**src/tcc_pkg.sv**
```systemverilog
// constants, field layouts and carrier types of the 8-bit timer/counter
// assumes one clock domain and an AXI4-Lite master with 32-bit data
package tcc_pkg;

	// ************************************************************
	// register offsets (byte addresses)
	// ************************************************************
	localparam logic [7:0] TCC_OFF_CTRL_A = 8'h00;
	localparam logic [7:0] TCC_OFF_CTRL_B = 8'h04;
	localparam logic [7:0] TCC_OFF_COUNT = 8'h08;
	localparam logic [7:0] TCC_OFF_CMP_A = 8'h0c;
	localparam logic [7:0] TCC_OFF_CMP_B = 8'h10;
	localparam logic [7:0] TCC_OFF_MASK = 8'h14;
	localparam logic [7:0] TCC_OFF_FLAG = 8'h18;

	// ************************************************************
	// field positions
	// ************************************************************
	localparam int TCC_CA_COM_A_POS = 6;
	localparam int TCC_CA_COM_B_POS = 4;
	localparam int TCC_CA_WGM_LO_POS = 0;
	localparam int TCC_CB_FOC_A_POS = 7;
	localparam int TCC_CB_FOC_B_POS = 6;
	localparam int TCC_CB_WGM_HI_POS = 3;
	localparam int TCC_CB_CS_POS = 0;

	// ************************************************************
	// values
	// ************************************************************
	localparam logic [7:0] TCC_BOTTOM = 8'h00;
	localparam logic [7:0] TCC_MAX = 8'hff;
	localparam logic [7:0] TCC_BYTE_RST = 8'h00;
	localparam logic [2:0] TCC_CS_OFF = 3'h0;
	localparam logic [2:0] TCC_CS_DIV1 = 3'h1;
	localparam logic [2:0] TCC_CS_DIV8 = 3'h2;
	localparam logic [2:0] TCC_CS_DIV64 = 3'h3;
	localparam logic [2:0] TCC_CS_DIV256 = 3'h4;
	localparam logic [2:0] TCC_CS_DIV1024 = 3'h5;
	localparam logic [2:0] TCC_CS_EXT_FALL = 3'h6;
	localparam logic [2:0] TCC_CS_EXT_RISE = 3'h7;
	localparam logic [2:0] TCC_WGM_NORMAL = 3'h0;
	localparam logic [2:0] TCC_WGM_CTC = 3'h2;
	localparam logic [2:0] TCC_WGM_FAST_CMPA = 3'h7;
	localparam logic [1:0] TCC_LO_PC = 2'h1;
	localparam logic [1:0] TCC_LO_FAST = 2'h3;
	localparam logic [1:0] TCC_COM_NONE = 2'h0;
	localparam logic [1:0] TCC_COM_TOGGLE = 2'h1;
	localparam logic [1:0] TCC_COM_CLEAR = 2'h2;
	localparam logic [1:0] TCC_COM_SET = 2'h3;
	localparam int TCC_PRE_W = 10;
	localparam logic [9:0] TCC_PRE_M8 = 10'h007;
	localparam logic [9:0] TCC_PRE_M64 = 10'h03f;
	localparam logic [9:0] TCC_PRE_M256 = 10'h0ff;
	localparam logic [9:0] TCC_PRE_M1024 = 10'h3ff;
	localparam logic [1:0] TCC_RESP_OKAY = 2'h0;
	localparam logic [1:0] TCC_RESP_SLVERR = 2'h2;

	// ************************************************************
	// carrier types
	// ************************************************************
	typedef struct packed {
		logic [1:0] com_a;
		logic [1:0] com_b;
		logic [2:0] wgm;
		logic [2:0] cs;
	} tcc_ctrl_t;

	typedef struct packed {
		logic ocf_b;
		logic ocf_a;
		logic tov;
	} tcc_flags_t;

	localparam tcc_ctrl_t TCC_CTRL_RST = '{2'h0, 2'h0, 3'h0, 3'h0};
	localparam tcc_flags_t TCC_FLAGS_RST = '{1'b0, 1'b0, 1'b0};

	typedef enum logic [1:0] {
		TCC_DIR_UP = 2'b01,
		TCC_DIR_DOWN = 2'b10
	} tcc_dir_t;

endpackage : tcc_pkg

```
**src/tcc_timer.sv**
```systemverilog
// 8-bit timer/counter with two compare units behind an AXI4-Lite slave
// assumes mclk_i at 125 MHz, synchronous reset, count pin synchronous
//
// Added by the designer: the placing of the registers and the AXI4-Lite slave port.
module tcc_timer (
	input wire logic mclk_i,
	input wire logic reset_i,
	input wire logic [7:0] s_axi_awaddr_i,
	input wire logic s_axi_awvalid_i,
	output logic s_axi_awready_o,
	input wire logic [31:0] s_axi_wdata_i,
	input wire logic [3:0] s_axi_wstrb_i,
	input wire logic s_axi_wvalid_i,
	output logic s_axi_wready_o,
	output logic [1:0] s_axi_bresp_o,
	output logic s_axi_bvalid_o,
	input wire logic s_axi_bready_i,
	input wire logic [7:0] s_axi_araddr_i,
	input wire logic s_axi_arvalid_i,
	output logic s_axi_arready_o,
	output logic [31:0] s_axi_rdata_o,
	output logic [1:0] s_axi_rresp_o,
	output logic s_axi_rvalid_o,
	input wire logic s_axi_rready_i,
	input wire logic ext_count_i,
	input wire tcc_pkg::tcc_flags_t int_ack_i,
	output tcc_pkg::tcc_flags_t irq_o,
	output logic compare_output_a_o,
	output logic compare_output_b_o
);
	import tcc_pkg::*;

	// ************************************************************
	// bus slave state
	// ************************************************************
	logic aw_hold_reg, aw_hold_next;
	logic [7:0] awaddr_reg, awaddr_next;
	logic w_hold_reg, w_hold_next;
	logic [7:0] wdata_reg, wdata_next;
	logic wstrb0_reg, wstrb0_next;
	logic bvalid_reg, bvalid_next;
	logic [1:0] bresp_reg, bresp_next;
	logic rvalid_reg, rvalid_next;
	logic [31:0] rdata_reg, rdata_next;
	logic [1:0] rresp_reg, rresp_next;

	// ************************************************************
	// timer state
	// ************************************************************
	tcc_ctrl_t ctrl_reg, ctrl_next;
	tcc_flags_t flags_reg, flags_next;
	tcc_flags_t mask_reg, mask_next;
	tcc_dir_t dir_reg, dir_next;
	logic [7:0] cnt_reg, cnt_next;
	logic [7:0] ocra_reg, ocra_next;
	logic [7:0] ocrb_reg, ocrb_next;
	logic [7:0] bufa_reg, bufa_next;
	logic [7:0] bufb_reg, bufb_next;
	logic block_reg, block_next;
	logic oca_reg, oca_next;
	logic ocb_reg, ocb_next;
	logic ext_prev_reg;
	logic [TCC_PRE_W-1:0] pre_reg;

	logic wr_go, wr_ok, wr_ctrl_a, wr_ctrl_b, wr_count, wr_cmp_a, wr_cmp_b;
	logic wr_mask, wr_flag, addr_ok_w, addr_ok_r;
	logic tick, is_pwm, is_fast, is_pc, match_a, match_b;
	logic [7:0] top;
	logic [7:0] rd_val;

	// ************************************************************
	// write decode
	// ************************************************************
	assign wr_go = aw_hold_reg && w_hold_reg && !bvalid_reg;
	assign wr_ok = wr_go && wstrb0_reg;
	assign wr_ctrl_a = wr_ok && (awaddr_reg == TCC_OFF_CTRL_A);
	assign wr_ctrl_b = wr_ok && (awaddr_reg == TCC_OFF_CTRL_B);
	assign wr_count = wr_ok && (awaddr_reg == TCC_OFF_COUNT);
	assign wr_cmp_a = wr_ok && (awaddr_reg == TCC_OFF_CMP_A);
	assign wr_cmp_b = wr_ok && (awaddr_reg == TCC_OFF_CMP_B);
	assign wr_mask = wr_ok && (awaddr_reg == TCC_OFF_MASK);
	assign wr_flag = wr_ok && (awaddr_reg == TCC_OFF_FLAG);
	assign addr_ok_w = (awaddr_reg <= TCC_OFF_FLAG) &&
		(awaddr_reg[1:0] == 2'h0);
	assign addr_ok_r = (s_axi_araddr_i <= TCC_OFF_FLAG) &&
		(s_axi_araddr_i[1:0] == 2'h0);

	// ************************************************************
	// tick select and mode decode
	// ************************************************************
	always_comb begin
		unique case (ctrl_reg.cs)
			TCC_CS_OFF: tick = 1'b0;
			TCC_CS_DIV1: tick = 1'b1;
			TCC_CS_DIV8: tick = (pre_reg[2:0] == TCC_PRE_M8[2:0]);
			TCC_CS_DIV64: tick = (pre_reg[5:0] == TCC_PRE_M64[5:0]);
			TCC_CS_DIV256: tick = (pre_reg[7:0] == TCC_PRE_M256[7:0]);
			TCC_CS_DIV1024: tick = (pre_reg == TCC_PRE_M1024);
			TCC_CS_EXT_FALL: tick = ext_prev_reg && !ext_count_i;
			TCC_CS_EXT_RISE: tick = !ext_prev_reg && ext_count_i;
		endcase
	end

	assign is_pwm = ctrl_reg.wgm[0];
	assign is_fast = (ctrl_reg.wgm[1:0] == TCC_LO_FAST);
	assign is_pc = (ctrl_reg.wgm[1:0] == TCC_LO_PC);
	assign top = ctrl_reg.wgm[2] ? ocra_reg : TCC_MAX;
	// matches are dropped for the tick after a count write
	assign match_a = tick && !block_reg && !wr_count &&
		(cnt_reg == ocra_reg);
	assign match_b = tick && !block_reg && !wr_count &&
		(cnt_reg == ocrb_reg);

	// ************************************************************
	// next output compare state
	// ************************************************************
	function automatic logic tcc_next_oc(input logic cur,
		input logic [1:0] com, input logic pwm, input logic fast,
		input logic long_top, input logic hit, input logic bottom,
		input logic down, input logic chan_a);
		logic r;
		r = cur;
		if (com == TCC_COM_NONE) begin
			r = cur;
		end else if (!pwm) begin
			if (hit) begin
				r = (com == TCC_COM_TOGGLE) ? ~cur : (com == TCC_COM_SET);
			end
		end else if (com == TCC_COM_TOGGLE) begin
			if (hit && chan_a && long_top) begin
				r = ~cur;
			end
		end else if (fast) begin
			if (hit) begin
				r = (com == TCC_COM_SET);
			end else if (bottom) begin
				r = (com == TCC_COM_CLEAR);
			end
		end else if (hit) begin
			r = (com == TCC_COM_CLEAR) ? down : ~down;
		end
		return r;
	endfunction : tcc_next_oc

	// ************************************************************
	// timer next state
	// ************************************************************
	always_comb begin : timer_next
		logic wrap;
		logic tov_evt;
		logic load_buf;
		logic force_a;
		logic force_b;
		logic [2:0] clr;
		wrap = 1'b0;
		tov_evt = 1'b0;
		load_buf = 1'b0;
		clr = 3'h0;
		ctrl_next = ctrl_reg;
		mask_next = mask_reg;
		dir_next = dir_reg;
		cnt_next = cnt_reg;
		ocra_next = ocra_reg;
		ocrb_next = ocrb_reg;
		bufa_next = bufa_reg;
		bufb_next = bufb_reg;
		block_next = block_reg;
		force_a = wr_ctrl_b && wdata_reg[TCC_CB_FOC_A_POS] && !is_pwm;
		force_b = wr_ctrl_b && wdata_reg[TCC_CB_FOC_B_POS] && !is_pwm;
		if (wr_ctrl_a) begin
			ctrl_next.com_a = wdata_reg[TCC_CA_COM_A_POS +: 2];
			ctrl_next.com_b = wdata_reg[TCC_CA_COM_B_POS +: 2];
			ctrl_next.wgm[1:0] = wdata_reg[TCC_CA_WGM_LO_POS +: 2];
		end
		if (wr_ctrl_b) begin
			ctrl_next.wgm[2] = wdata_reg[TCC_CB_WGM_HI_POS];
			ctrl_next.cs = wdata_reg[TCC_CB_CS_POS +: 3];
		end
		if (wr_mask) begin
			mask_next = wdata_reg[2:0];
		end
		if (wr_cmp_a) begin
			bufa_next = wdata_reg;
			if (!is_pwm) begin
				ocra_next = wdata_reg;
			end
		end
		if (wr_cmp_b) begin
			bufb_next = wdata_reg;
			if (!is_pwm) begin
				ocrb_next = wdata_reg;
			end
		end
		if (wr_count) begin
			cnt_next = wdata_reg;
			block_next = 1'b1;
		end else if (tick) begin
			block_next = 1'b0;
			if (is_fast) begin
				if (cnt_reg == top) begin
					cnt_next = TCC_BOTTOM;
					wrap = 1'b1;
					tov_evt = 1'b1;
					load_buf = 1'b1;
				end else begin
					cnt_next = cnt_reg + 8'h01;
				end
			end else if (is_pc) begin
				unique case (dir_reg)
					TCC_DIR_UP: begin
						if (cnt_reg == top) begin
							dir_next = TCC_DIR_DOWN;
							cnt_next = cnt_reg - 8'h01;
							load_buf = 1'b1;
						end else begin
							cnt_next = cnt_reg + 8'h01;
						end
					end
					TCC_DIR_DOWN: begin
						if (cnt_reg == TCC_BOTTOM) begin
							dir_next = TCC_DIR_UP;
							cnt_next = cnt_reg + 8'h01;
							tov_evt = 1'b1;
						end else begin
							cnt_next = cnt_reg - 8'h01;
						end
					end
				endcase
			end else begin
				if (ctrl_reg.wgm == TCC_WGM_CTC && cnt_reg == ocra_reg) begin
					cnt_next = TCC_BOTTOM;
				end else begin
					cnt_next = cnt_reg + 8'h01;
				end
				tov_evt = (cnt_reg == TCC_MAX);
			end
		end
		if (!is_pc) begin
			dir_next = TCC_DIR_UP;
		end
		if (load_buf) begin
			ocra_next = bufa_reg;
			ocrb_next = bufb_reg;
		end
		// output state is never reset by a mode change
		oca_next = tcc_next_oc(oca_reg, ctrl_reg.com_a, is_pwm, is_fast,
			ctrl_reg.wgm[2], match_a || force_a, wrap,
			dir_reg == TCC_DIR_DOWN, 1'b1);
		ocb_next = tcc_next_oc(ocb_reg, ctrl_reg.com_b, is_pwm, is_fast,
			ctrl_reg.wgm[2], match_b || force_b, wrap,
			dir_reg == TCC_DIR_DOWN, 1'b0);
		// write-one or service clears; a new event wins over the clear
		clr = (wr_flag ? wdata_reg[2:0] : 3'h0) | int_ack_i;
		flags_next = (flags_reg & ~clr) |
			{match_b, match_a, tov_evt};
	end

	always_ff @(posedge mclk_i) begin
		if (reset_i) begin
			ctrl_reg <= TCC_CTRL_RST;
			flags_reg <= TCC_FLAGS_RST;
			mask_reg <= TCC_FLAGS_RST;
			dir_reg <= TCC_DIR_UP;
			cnt_reg <= TCC_BYTE_RST;
			ocra_reg <= TCC_BYTE_RST;
			ocrb_reg <= TCC_BYTE_RST;
			bufa_reg <= TCC_BYTE_RST;
			bufb_reg <= TCC_BYTE_RST;
			block_reg <= 1'b0;
			oca_reg <= 1'b0;
			ocb_reg <= 1'b0;
			ext_prev_reg <= 1'b0;
			pre_reg <= '0;
		end else begin
			ctrl_reg <= ctrl_next;
			flags_reg <= flags_next;
			mask_reg <= mask_next;
			dir_reg <= dir_next;
			cnt_reg <= cnt_next;
			ocra_reg <= ocra_next;
			ocrb_reg <= ocrb_next;
			bufa_reg <= bufa_next;
			bufb_reg <= bufb_next;
			block_reg <= block_next;
			oca_reg <= oca_next;
			ocb_reg <= ocb_next;
			ext_prev_reg <= ext_count_i;
			pre_reg <= pre_reg + 10'h001;
		end
	end

	assign irq_o = flags_reg & mask_reg;
	assign compare_output_a_o = oca_reg;
	assign compare_output_b_o = ocb_reg;

	// ************************************************************
	// bus slave
	// ************************************************************
	always_comb begin
		unique case (s_axi_araddr_i)
			TCC_OFF_CTRL_A: rd_val = {ctrl_reg.com_a, ctrl_reg.com_b, 2'h0,
				ctrl_reg.wgm[1:0]};
			TCC_OFF_CTRL_B: rd_val = {4'h0, ctrl_reg.wgm[2], ctrl_reg.cs};
			TCC_OFF_COUNT: rd_val = cnt_reg;
			TCC_OFF_CMP_A: rd_val = bufa_reg;
			TCC_OFF_CMP_B: rd_val = bufb_reg;
			TCC_OFF_MASK: rd_val = {5'h00, mask_reg};
			TCC_OFF_FLAG: rd_val = {5'h00, flags_reg};
			default: rd_val = 8'h00;
		endcase
	end

	always_comb begin : bus_next
		aw_hold_next = aw_hold_reg;
		awaddr_next = awaddr_reg;
		w_hold_next = w_hold_reg;
		wdata_next = wdata_reg;
		wstrb0_next = wstrb0_reg;
		bvalid_next = bvalid_reg;
		bresp_next = bresp_reg;
		rvalid_next = rvalid_reg;
		rdata_next = rdata_reg;
		rresp_next = rresp_reg;
		if (s_axi_awvalid_i && !aw_hold_reg) begin
			aw_hold_next = 1'b1;
			awaddr_next = s_axi_awaddr_i;
		end
		if (s_axi_wvalid_i && !w_hold_reg) begin
			w_hold_next = 1'b1;
			wdata_next = s_axi_wdata_i[7:0];
			wstrb0_next = s_axi_wstrb_i[0];
		end
		if (wr_go) begin
			aw_hold_next = 1'b0;
			w_hold_next = 1'b0;
			bvalid_next = 1'b1;
			bresp_next = addr_ok_w ? TCC_RESP_OKAY : TCC_RESP_SLVERR;
		end else if (bvalid_reg && s_axi_bready_i) begin
			bvalid_next = 1'b0;
		end
		if (s_axi_arvalid_i && !rvalid_reg) begin
			rvalid_next = 1'b1;
			rdata_next = {24'h000000, rd_val};
			rresp_next = addr_ok_r ? TCC_RESP_OKAY : TCC_RESP_SLVERR;
		end else if (rvalid_reg && s_axi_rready_i) begin
			rvalid_next = 1'b0;
		end
	end

	always_ff @(posedge mclk_i) begin
		if (reset_i) begin
			aw_hold_reg <= 1'b0;
			awaddr_reg <= 8'h00;
			w_hold_reg <= 1'b0;
			wdata_reg <= 8'h00;
			wstrb0_reg <= 1'b0;
			bvalid_reg <= 1'b0;
			bresp_reg <= TCC_RESP_OKAY;
			rvalid_reg <= 1'b0;
			rdata_reg <= 32'h00000000;
			rresp_reg <= TCC_RESP_OKAY;
		end else begin
			aw_hold_reg <= aw_hold_next;
			awaddr_reg <= awaddr_next;
			w_hold_reg <= w_hold_next;
			wdata_reg <= wdata_next;
			wstrb0_reg <= wstrb0_next;
			bvalid_reg <= bvalid_next;
			bresp_reg <= bresp_next;
			rvalid_reg <= rvalid_next;
			rdata_reg <= rdata_next;
			rresp_reg <= rresp_next;
		end
	end

	assign s_axi_awready_o = !aw_hold_reg;
	assign s_axi_wready_o = !w_hold_reg;
	assign s_axi_bvalid_o = bvalid_reg;
	assign s_axi_bresp_o = bresp_reg;
	assign s_axi_arready_o = !rvalid_reg;
	assign s_axi_rvalid_o = rvalid_reg;
	assign s_axi_rdata_o = rdata_reg;
	assign s_axi_rresp_o = rresp_reg;
endmodule : tcc_timer

```
**config.mk**
```make
export PLATFORM = sky130hd
export DESIGN_NAME = tcc_timer
export DESIGN_NICKNAME = d
export VERILOG_FILES = /design/src/tcc_pkg.sv /design/src/tcc_timer.sv
export SDC_FILE = /design/constraint.sdc
export NUM_CORES = 1
export LEC_CHECK = 0
export ABC_CLOCK_PERIOD_IN_PS = 3200
export CORE_MARGIN = 2
export CORE_UTILIZATION = 40
export CTS_CLUSTER_DIAMETER = 100
export DETAILED_ROUTE_END_ITERATION = 7
export DONT_BUFFER_PORTS = 1
export SETUP_SLACK_MARGIN = 0.15
export SLEW_MARGIN = 30
export SYNTH_ARGS = -nofsm -noshare
export SYNTH_HDL_FRONTEND = slang
export SYNTH_SLANG_ARGS = --single-unit
```
**constraint.sdc**
```tcl
create_clock -name mclk_i -period 3.2 [get_ports mclk_i]
set_input_delay 0.64 -clock mclk_i [delete_from_list [all_inputs] [get_ports mclk_i]]
set_output_delay 0.64 -clock mclk_i [all_outputs]
set_load 0.01 [all_outputs]
```
## After elaboration in Yosys (flattened, before gate mapping)

Index checks and enable logic that the tools add are counted.

| operators by class | value |
|---|---|
| $mul | 0 |
| $lt $le $gt $ge | 2 |
| reductions and logical operators | 66 |
| add/subtract/negate cells | 3 |
| bitwise gates (word level) | 13 |
| shifts and indexed selects | 0 |
| div/mod/pow operators | 0 |
| equality and inequality tests | 43 |
| mux-type cells | 63 |

Operators with widths:

| kind | count |
|---|---|
| $mux W8 | 14 |
| $pmux W8 S7 | 1 |
| $eq A8 B5 Y1 const B | 6 |
| $mux W1 | 40 |
| $eq A8 B4 Y1 const B | 4 |
| $logic_and A1 B1 Y1 | 29 |
| $eq A8 B8 Y1 | 3 |
| $logic_not A8 Y1 | 3 |
| $eq A8 B3 Y1 const B | 2 |
| $eq A8 B8 Y1 const B | 2 |
| $le A8 B5 Y1 const B | 2 |
| $pmux W8 S2 | 1 |
| $eq A3 B3 Y1 const B | 5 |
| $reduce_and A5 Y1 | 3 |
| $reduce_bool A2 Y1 | 7 |
| $eq A2 B2 Y1 const B | 6 |
| $reduce_bool A3 Y1 | 4 |
| $add A10 B1 Y10 const B | 1 |
| $eq A10 B10 Y1 const B | 1 |
| $eq A3 B2 Y1 const B | 3 |
| $logic_not A1 Y1 | 9 |
| $add A8 B1 Y8 const B | 1 |
| $eq A2 B1 Y1 const B | 4 |
| $logic_not A2 Y1 | 4 |
| 18 further kinds | 35 |

| word-level totals | value |
|---|---|
| memories | 0 |
| memory bits (read-only) | 0 |
| output and inout bits | 46 |
| bits in latches | 0 |
| bits in writable memories | 0 |
| logic and storage cells | 222 |
| input bits | 63 |
| register bits after elaboration | 105 |

## Depth between registers and ports, before layout

| depth | value |
|---|---|
| word-level depth | 12 |
| depth in mapped cells | 10 |
| mapped depth without buffers | 9 |

## Worst setup path before layout

Ideal clock, no wire load.

| timing | value |
|---|---|
| path type | input port to flip-flop |
| from | input s_axi_araddr_i[1] |
| to | register rdata_reg[0] (netlist: s_axi_rdata_o[0]) |
| buffers on the path | 1 |
| library setup time | 0.070 ns |
| required time | 3.130 ns |
| arrival time | 2.293 ns |
| setup slack | 0.837 ns |
| cell stages on the path | 7 |
| cell sequence | or2_2 -> clkbuf_1 -> nor4_1 -> a22o_1 -> a221oi_1 -> a21o_1 -> a21oi_1 |

| between the ends | value |
|---|---|
| word-level cells in the longest chain between the ends | 2 |
| elaborated cells on any way between the ends | 8 |
| those cells by class | eq/ne (6); mux (1); reduce/logical (1) |

RTL lines:

| what | line | RTL |
|---|---|---|
| from (decl) | tcc_timer.sv:18 | `input wire logic [7:0] s_axi_araddr_i,` |
| $eq A8 B5 Y1 (tied with other cells) | tcc_timer.sv:300 | `unique case (s_axi_araddr_i)` |
| $pmux W8 S7 * | tcc_timer.sv:300 |  |
| to (signal assigned) | tcc_timer.sv:371 | `rdata_reg <= rdata_next;` |
| to (decl) | tcc_timer.sv:44 | `logic [31:0] rdata_reg, rdata_next;` |

Every way passes the cells marked *; elsewhere a longest branch is shown, timed or not.
A chain may end at the register's enable or synchronous reset.

## Worst setup path in the final report

| timing | value |
|---|---|
| from | register pre_reg[0] |
| to | register ocb_reg (netlist: compare_output_b_o) |

| between the ends | value |
|---|---|
| word-level cells in the longest chain between the ends | 10 |
| elaborated cells on any way between the ends | 19 |
| those cells by class | eq/ne (4); mux (7); reduce/logical (8) |

RTL lines:

| what | line | RTL |
|---|---|---|
| from (decl) | tcc_timer.sv:63 | `logic [TCC_PRE_W-1:0] pre_reg;` |
| from (signal assigned) | tcc_timer.sv:288 | `pre_reg <= pre_reg + 10'h001;` |
| $eq A10 B10 Y1 (tied with other cells) | tcc_timer.sv:98 | `TCC_CS_DIV1024: tick = (pre_reg == TCC_PRE_M1024);` |
| $pmux W1 S8 * | tcc_timer.sv:92 | `unique case (ctrl_reg.cs)` |
| $logic_and A1 B1 Y1 (3 in series) | tcc_timer.sv:111 | `assign match_b = tick && !block_reg && !wr_count &&` |
| $logic_or A1 B1 Y1 | tcc_timer.sv:250 | `ctrl_reg.wgm[2], match_b \|\| force_b, wrap,` |
| $mux W1 | tcc_timer.sv:134 | `if (hit) begin` |
| $mux W1 | tcc_timer.sv:133 | `end else if (fast) begin` |
| $mux W1 | tcc_timer.sv:129 | `end else if (com == TCC_COM_TOGGLE) begin` |
| $mux W1 | tcc_timer.sv:125 | `end else if (!pwm) begin` |
| to (signal assigned) | tcc_timer.sv:286 | `ocb_reg <= ocb_next;` |
| to (decl) | tcc_timer.sv:61 | `logic ocb_reg, ocb_next;` |

Every way passes the cells marked *; elsewhere a longest branch is shown, timed or not. The select of a mux whose other input is x is not followed.

==> key figures <==
Global routing
  • Grt met3 use: about 4.7%
  • Largest net degree at the start of global routing: 103
  • Gr busiest metal: met2
  • Initial antenna violation count: 1
  • Total GRT Usage: between 20% and 30%
  • Vias in the first global route: 4896
  • First-pass GRT wire length: approximately 25 mm
  • Routing usage on met1: roughly 28%
  • GRT overflow: 0
  • Global Route met2 Usage: between 30% and 40%

Synthesis
  • Mux contribution to synthesized area: 6.81%
  • Sequential cell area fraction in the yosys report: ~37%
  • Adder-Cell Fraction of Synth Area: 0.893%
  • Mapped Cells: 695
  • Simple logic cell fraction of the synthesized area: between 20% and 30%
  • Cell area after synthesis: around 5600 sq um
  • Main combinational cell family by area after synthesis: simple AND/OR/NAND/NOR gates
  • Synth Flop Type: dfxtp_1
  • Syn_area_per_cell: between 8 and 9 sq um
  • Synth Area in Compound Gates: approximately a fifth
  • Ys Warns: 0
  • Post-synth EDFFs: 0
  • Synth Area in XOR/XNOR: under 10%
  • Post-synthesis cell type count: between 70 and 80
  • Ys async rst share: 0%
  • Seq cells post-synth: 103

Clocking
  • Setup Buffers After CTS: 0
  • Clk sinks: between 100 and 150
  • CTS tree: built
  • Cts hold-fix bufs: 0
  • Worst-path clk slew: roughly 70 ps
  • Clk buf depth: 2
  • Worst-skew pair later-pin latency: between 300 and 400 ps
  • Cts bufs inserted: 9
  • CTS HTree Levels: 3
  • Post-cts sizing count: 0
  • Clock root cell: clkbuf_16

Critical path
  • Data required, critical path: between 3000 and 4000 ps
  • Max FO, Critical Path: 10
  • Worst path arrival time: 3040 ps
  • CP Class: reg2reg
  • Critical Path Max Stage Delay: around 480 ps
  • Worst setup SP type: register
  • CP Capture Type: register
  • Critical-path cell list: ha_1 > and3_1 > nand3_1 > a211oi_2 > o22a_1 > nand2_1 > o311ai_1 > a21oi_1 > a311oi_1
  • Crit-path slowest cell: o22a_1

Routing
  • Iteration-0 DRC Markers: between 400 and 500
  • Vias: slightly below 5000
  • WL final: 15.4 mm
  • DRT Pass-1 Iters: 6
  • DRC: 0
  • Drt wl/cell: 17.7 um
  • Vias per cell: 5.63
  • Post-DRT Antenna Nets: 0

Place
  • Port Buffers: 0
  • Final HPWL from detailed placement: 11.0 mm
  • Routability congestion estimate: between 0.8 and 0.9
  • DP Area: roughly 5700 sq um
  • Placed Cells: 849

Pwr
  • Psw: approximately 600 uW
  • Pwr per Cell Area: between 400 and 500 nW/um^2
  • Leak pwr: between 2 and 2.5 nW
  • Comb pwr share: under 10%
  • Maximum VDD drop: 0.371 mV
  • Clk pwr share: a little over two fifths
  • Pint: 1.92 mW
  • Tot Pwr: approximately 2.5 mW
  • Seq pwr share: a little over half
  • Switch share: roughly a quarter

Layout
  • Number of fill cells: between 1000 and 1500
  • Area grow syn2layout: 6.49%
  • Post-route insts no fill: 866
  • Share of cells above drive strength 1: under 10%
  • Post-route cell area: around 6000 sq um
  • Final net count: 747

Run status
  • Status: complete, no violations

STA
  • Min Tclk post-route: 2770 ps
  • Peak Freq: 361 MHz
  • Slew Limit Fails: 0
  • Slew @ Worst Pin: 841 ps
  • Final worst-path cycle share: between 80% and 90%
  • Final hold slack: approximately 350 ps
  • Clk_skew: approximately 7.6 ps
  • Final setup TNS: 0 ps
  • RSZ-0062 raised after global routing: no
  • Final Hold Viols: 0
  • Relative slew slack: ~44%
  • Final setup fails: 0

Hold path
  • Worst min path class: in2reg

Floorplanning
  • Area of the die: between 10000 and 15000 sq um
  • Rows: 43
  • # IOs: 109
  • Chip Height: around 120 um
  • Core region area: approximately 14000 sq um
  • Initial Utilization: approximately 41%
  • Chip width: about 120 um

Run
  • Maxcap violations: 0
==> Yosys cell counts (all sizes together), types with 14 or more instances <==
cell / instances / area share [%]
a211oi: 14 / 2.4
a21oi: 56 / 5.1
a22oi: 16 / 2.1
buf: 47 / 5.6
clkbuf: 21 / 1.4
dfxtp: 103 / 37
inv: 19 / 1.3
mux2i: 37 / 6.6
nand2: 72 / 4.8
nand3: 16 / 1.4
nor2: 113 / 7.7
nor3: 15 / 1.4
o21ai: 19 / 1.7
xnor2: 15 / 2.3
==> layout make-up <==
type	count	area, sq um	area share (%)
Clock inverter	4	28.8	0.482
Antenna cell	1	2.50	0.0419
Sequential cell	103	2060	34.5
Inverter	20	77.6	1.30
Tap cell	180	225	3.77
Multi-Input combinational cell	529	3180	53.2
Clock buffer	12	256	4.30
Timing Repair Buffer	17	140	2.35
==> per-stage QoR <==
step	setup WS (ps)	util (%)
3_5_place_dp	449	41.2
3_3_place_gp	576	41.2
2_1_floorplan	837	-
5_1_grt	260	43.4
6_report	427	43.4
4_1_cts	408	43.3
==> power by group through the flow <==
stage,clock [mW],combinational (mW),sequential [mW]
floorplan,0,0.142,1.35
global placement,0,0.0974,1.38
detailed placement,0,0.101,1.38
CTS,1.09,0.101,1.35
global route,1.15,0.117,1.36
finish,1.06,0.101,1.35
==> cell families (layout without fill, tap and decap cells) <==
family | count (synthesis) | count (layout)
and+or+nand+nor | 282 | 282
AOI/OAI and AO/OA | 157 | 157
DFF | 103 | 103
buffers and inverters | 88 | 53
muxes | 38 | 38
xor gates and xnor gates | 22 | 22
adders and majority gates | 4 | 4
other | 1 | 27
==> layout by cell type, fill, tap and decap left out, types with 3 or more instances in the layout <==
cell,count
a211oi_1,11
a21oi_1,55
a221oi_1,4
a22o_1,3
a22oi_1,16
a311oi_1,11
a31oi_1,6
and2_1,5
and3_1,5
buf_4,16
clkbuf_16,9
conb_1,26
dfxtp_1,103
ha_1,4
inv_1,17
mux2i_1,37
nand2_1,72
nand2b_1,7
nand3_1,16
nand3b_1,3
nand4_1,5
nor2_1,109
nor2_2,4
nor2b_1,12
nor3_1,14
nor4_1,9
o21a_1,3
o21ai_0,18
o22ai_1,5
or3_1,5
xnor2_1,15
xor2_1,7
==> worst max-delay path: cells and delay by family (launching register included) <==
| family | cells | cell delay, ps |
|---|---|---|
| AOI/OAI and AO/OA | 5 | 1520 |
| and+or+nand+nor | 3 | 610 |
| DFF | 1 | 370 |
| adders and majority gates | 1 | 180 |
==> routing by layer <==
layer | vias up | share of wire [%]
met5 | - | 0
li1 | 2360 | -
met2 | 169 | 47
met4 | 0 | 2.6
met3 | 33 | 6.0
met1 | 2317 | 44
==> worst paths after layout <==
path | endpoint | slack [ps] | from | cells past startpoint
worst max-delay path | compare_output_b_o$_SDFFE_PP0P_ | 430 | pre_reg[0]$_SDFF_PP0_ | 9
worst min-delay path | cnt_reg[7]$_SDFFE_PP0P_ | 350 | reset_i | 1
worst max register to register | compare_output_b_o$_SDFFE_PP0P_ | 430 | pre_reg[0]$_SDFF_PP0_ | 9
worst min register to register | pre_reg[0]$_SDFF_PP0_ | 470 | pre_reg[0]$_SDFF_PP0_ | 1
Power figures use the tool's default switching activity.
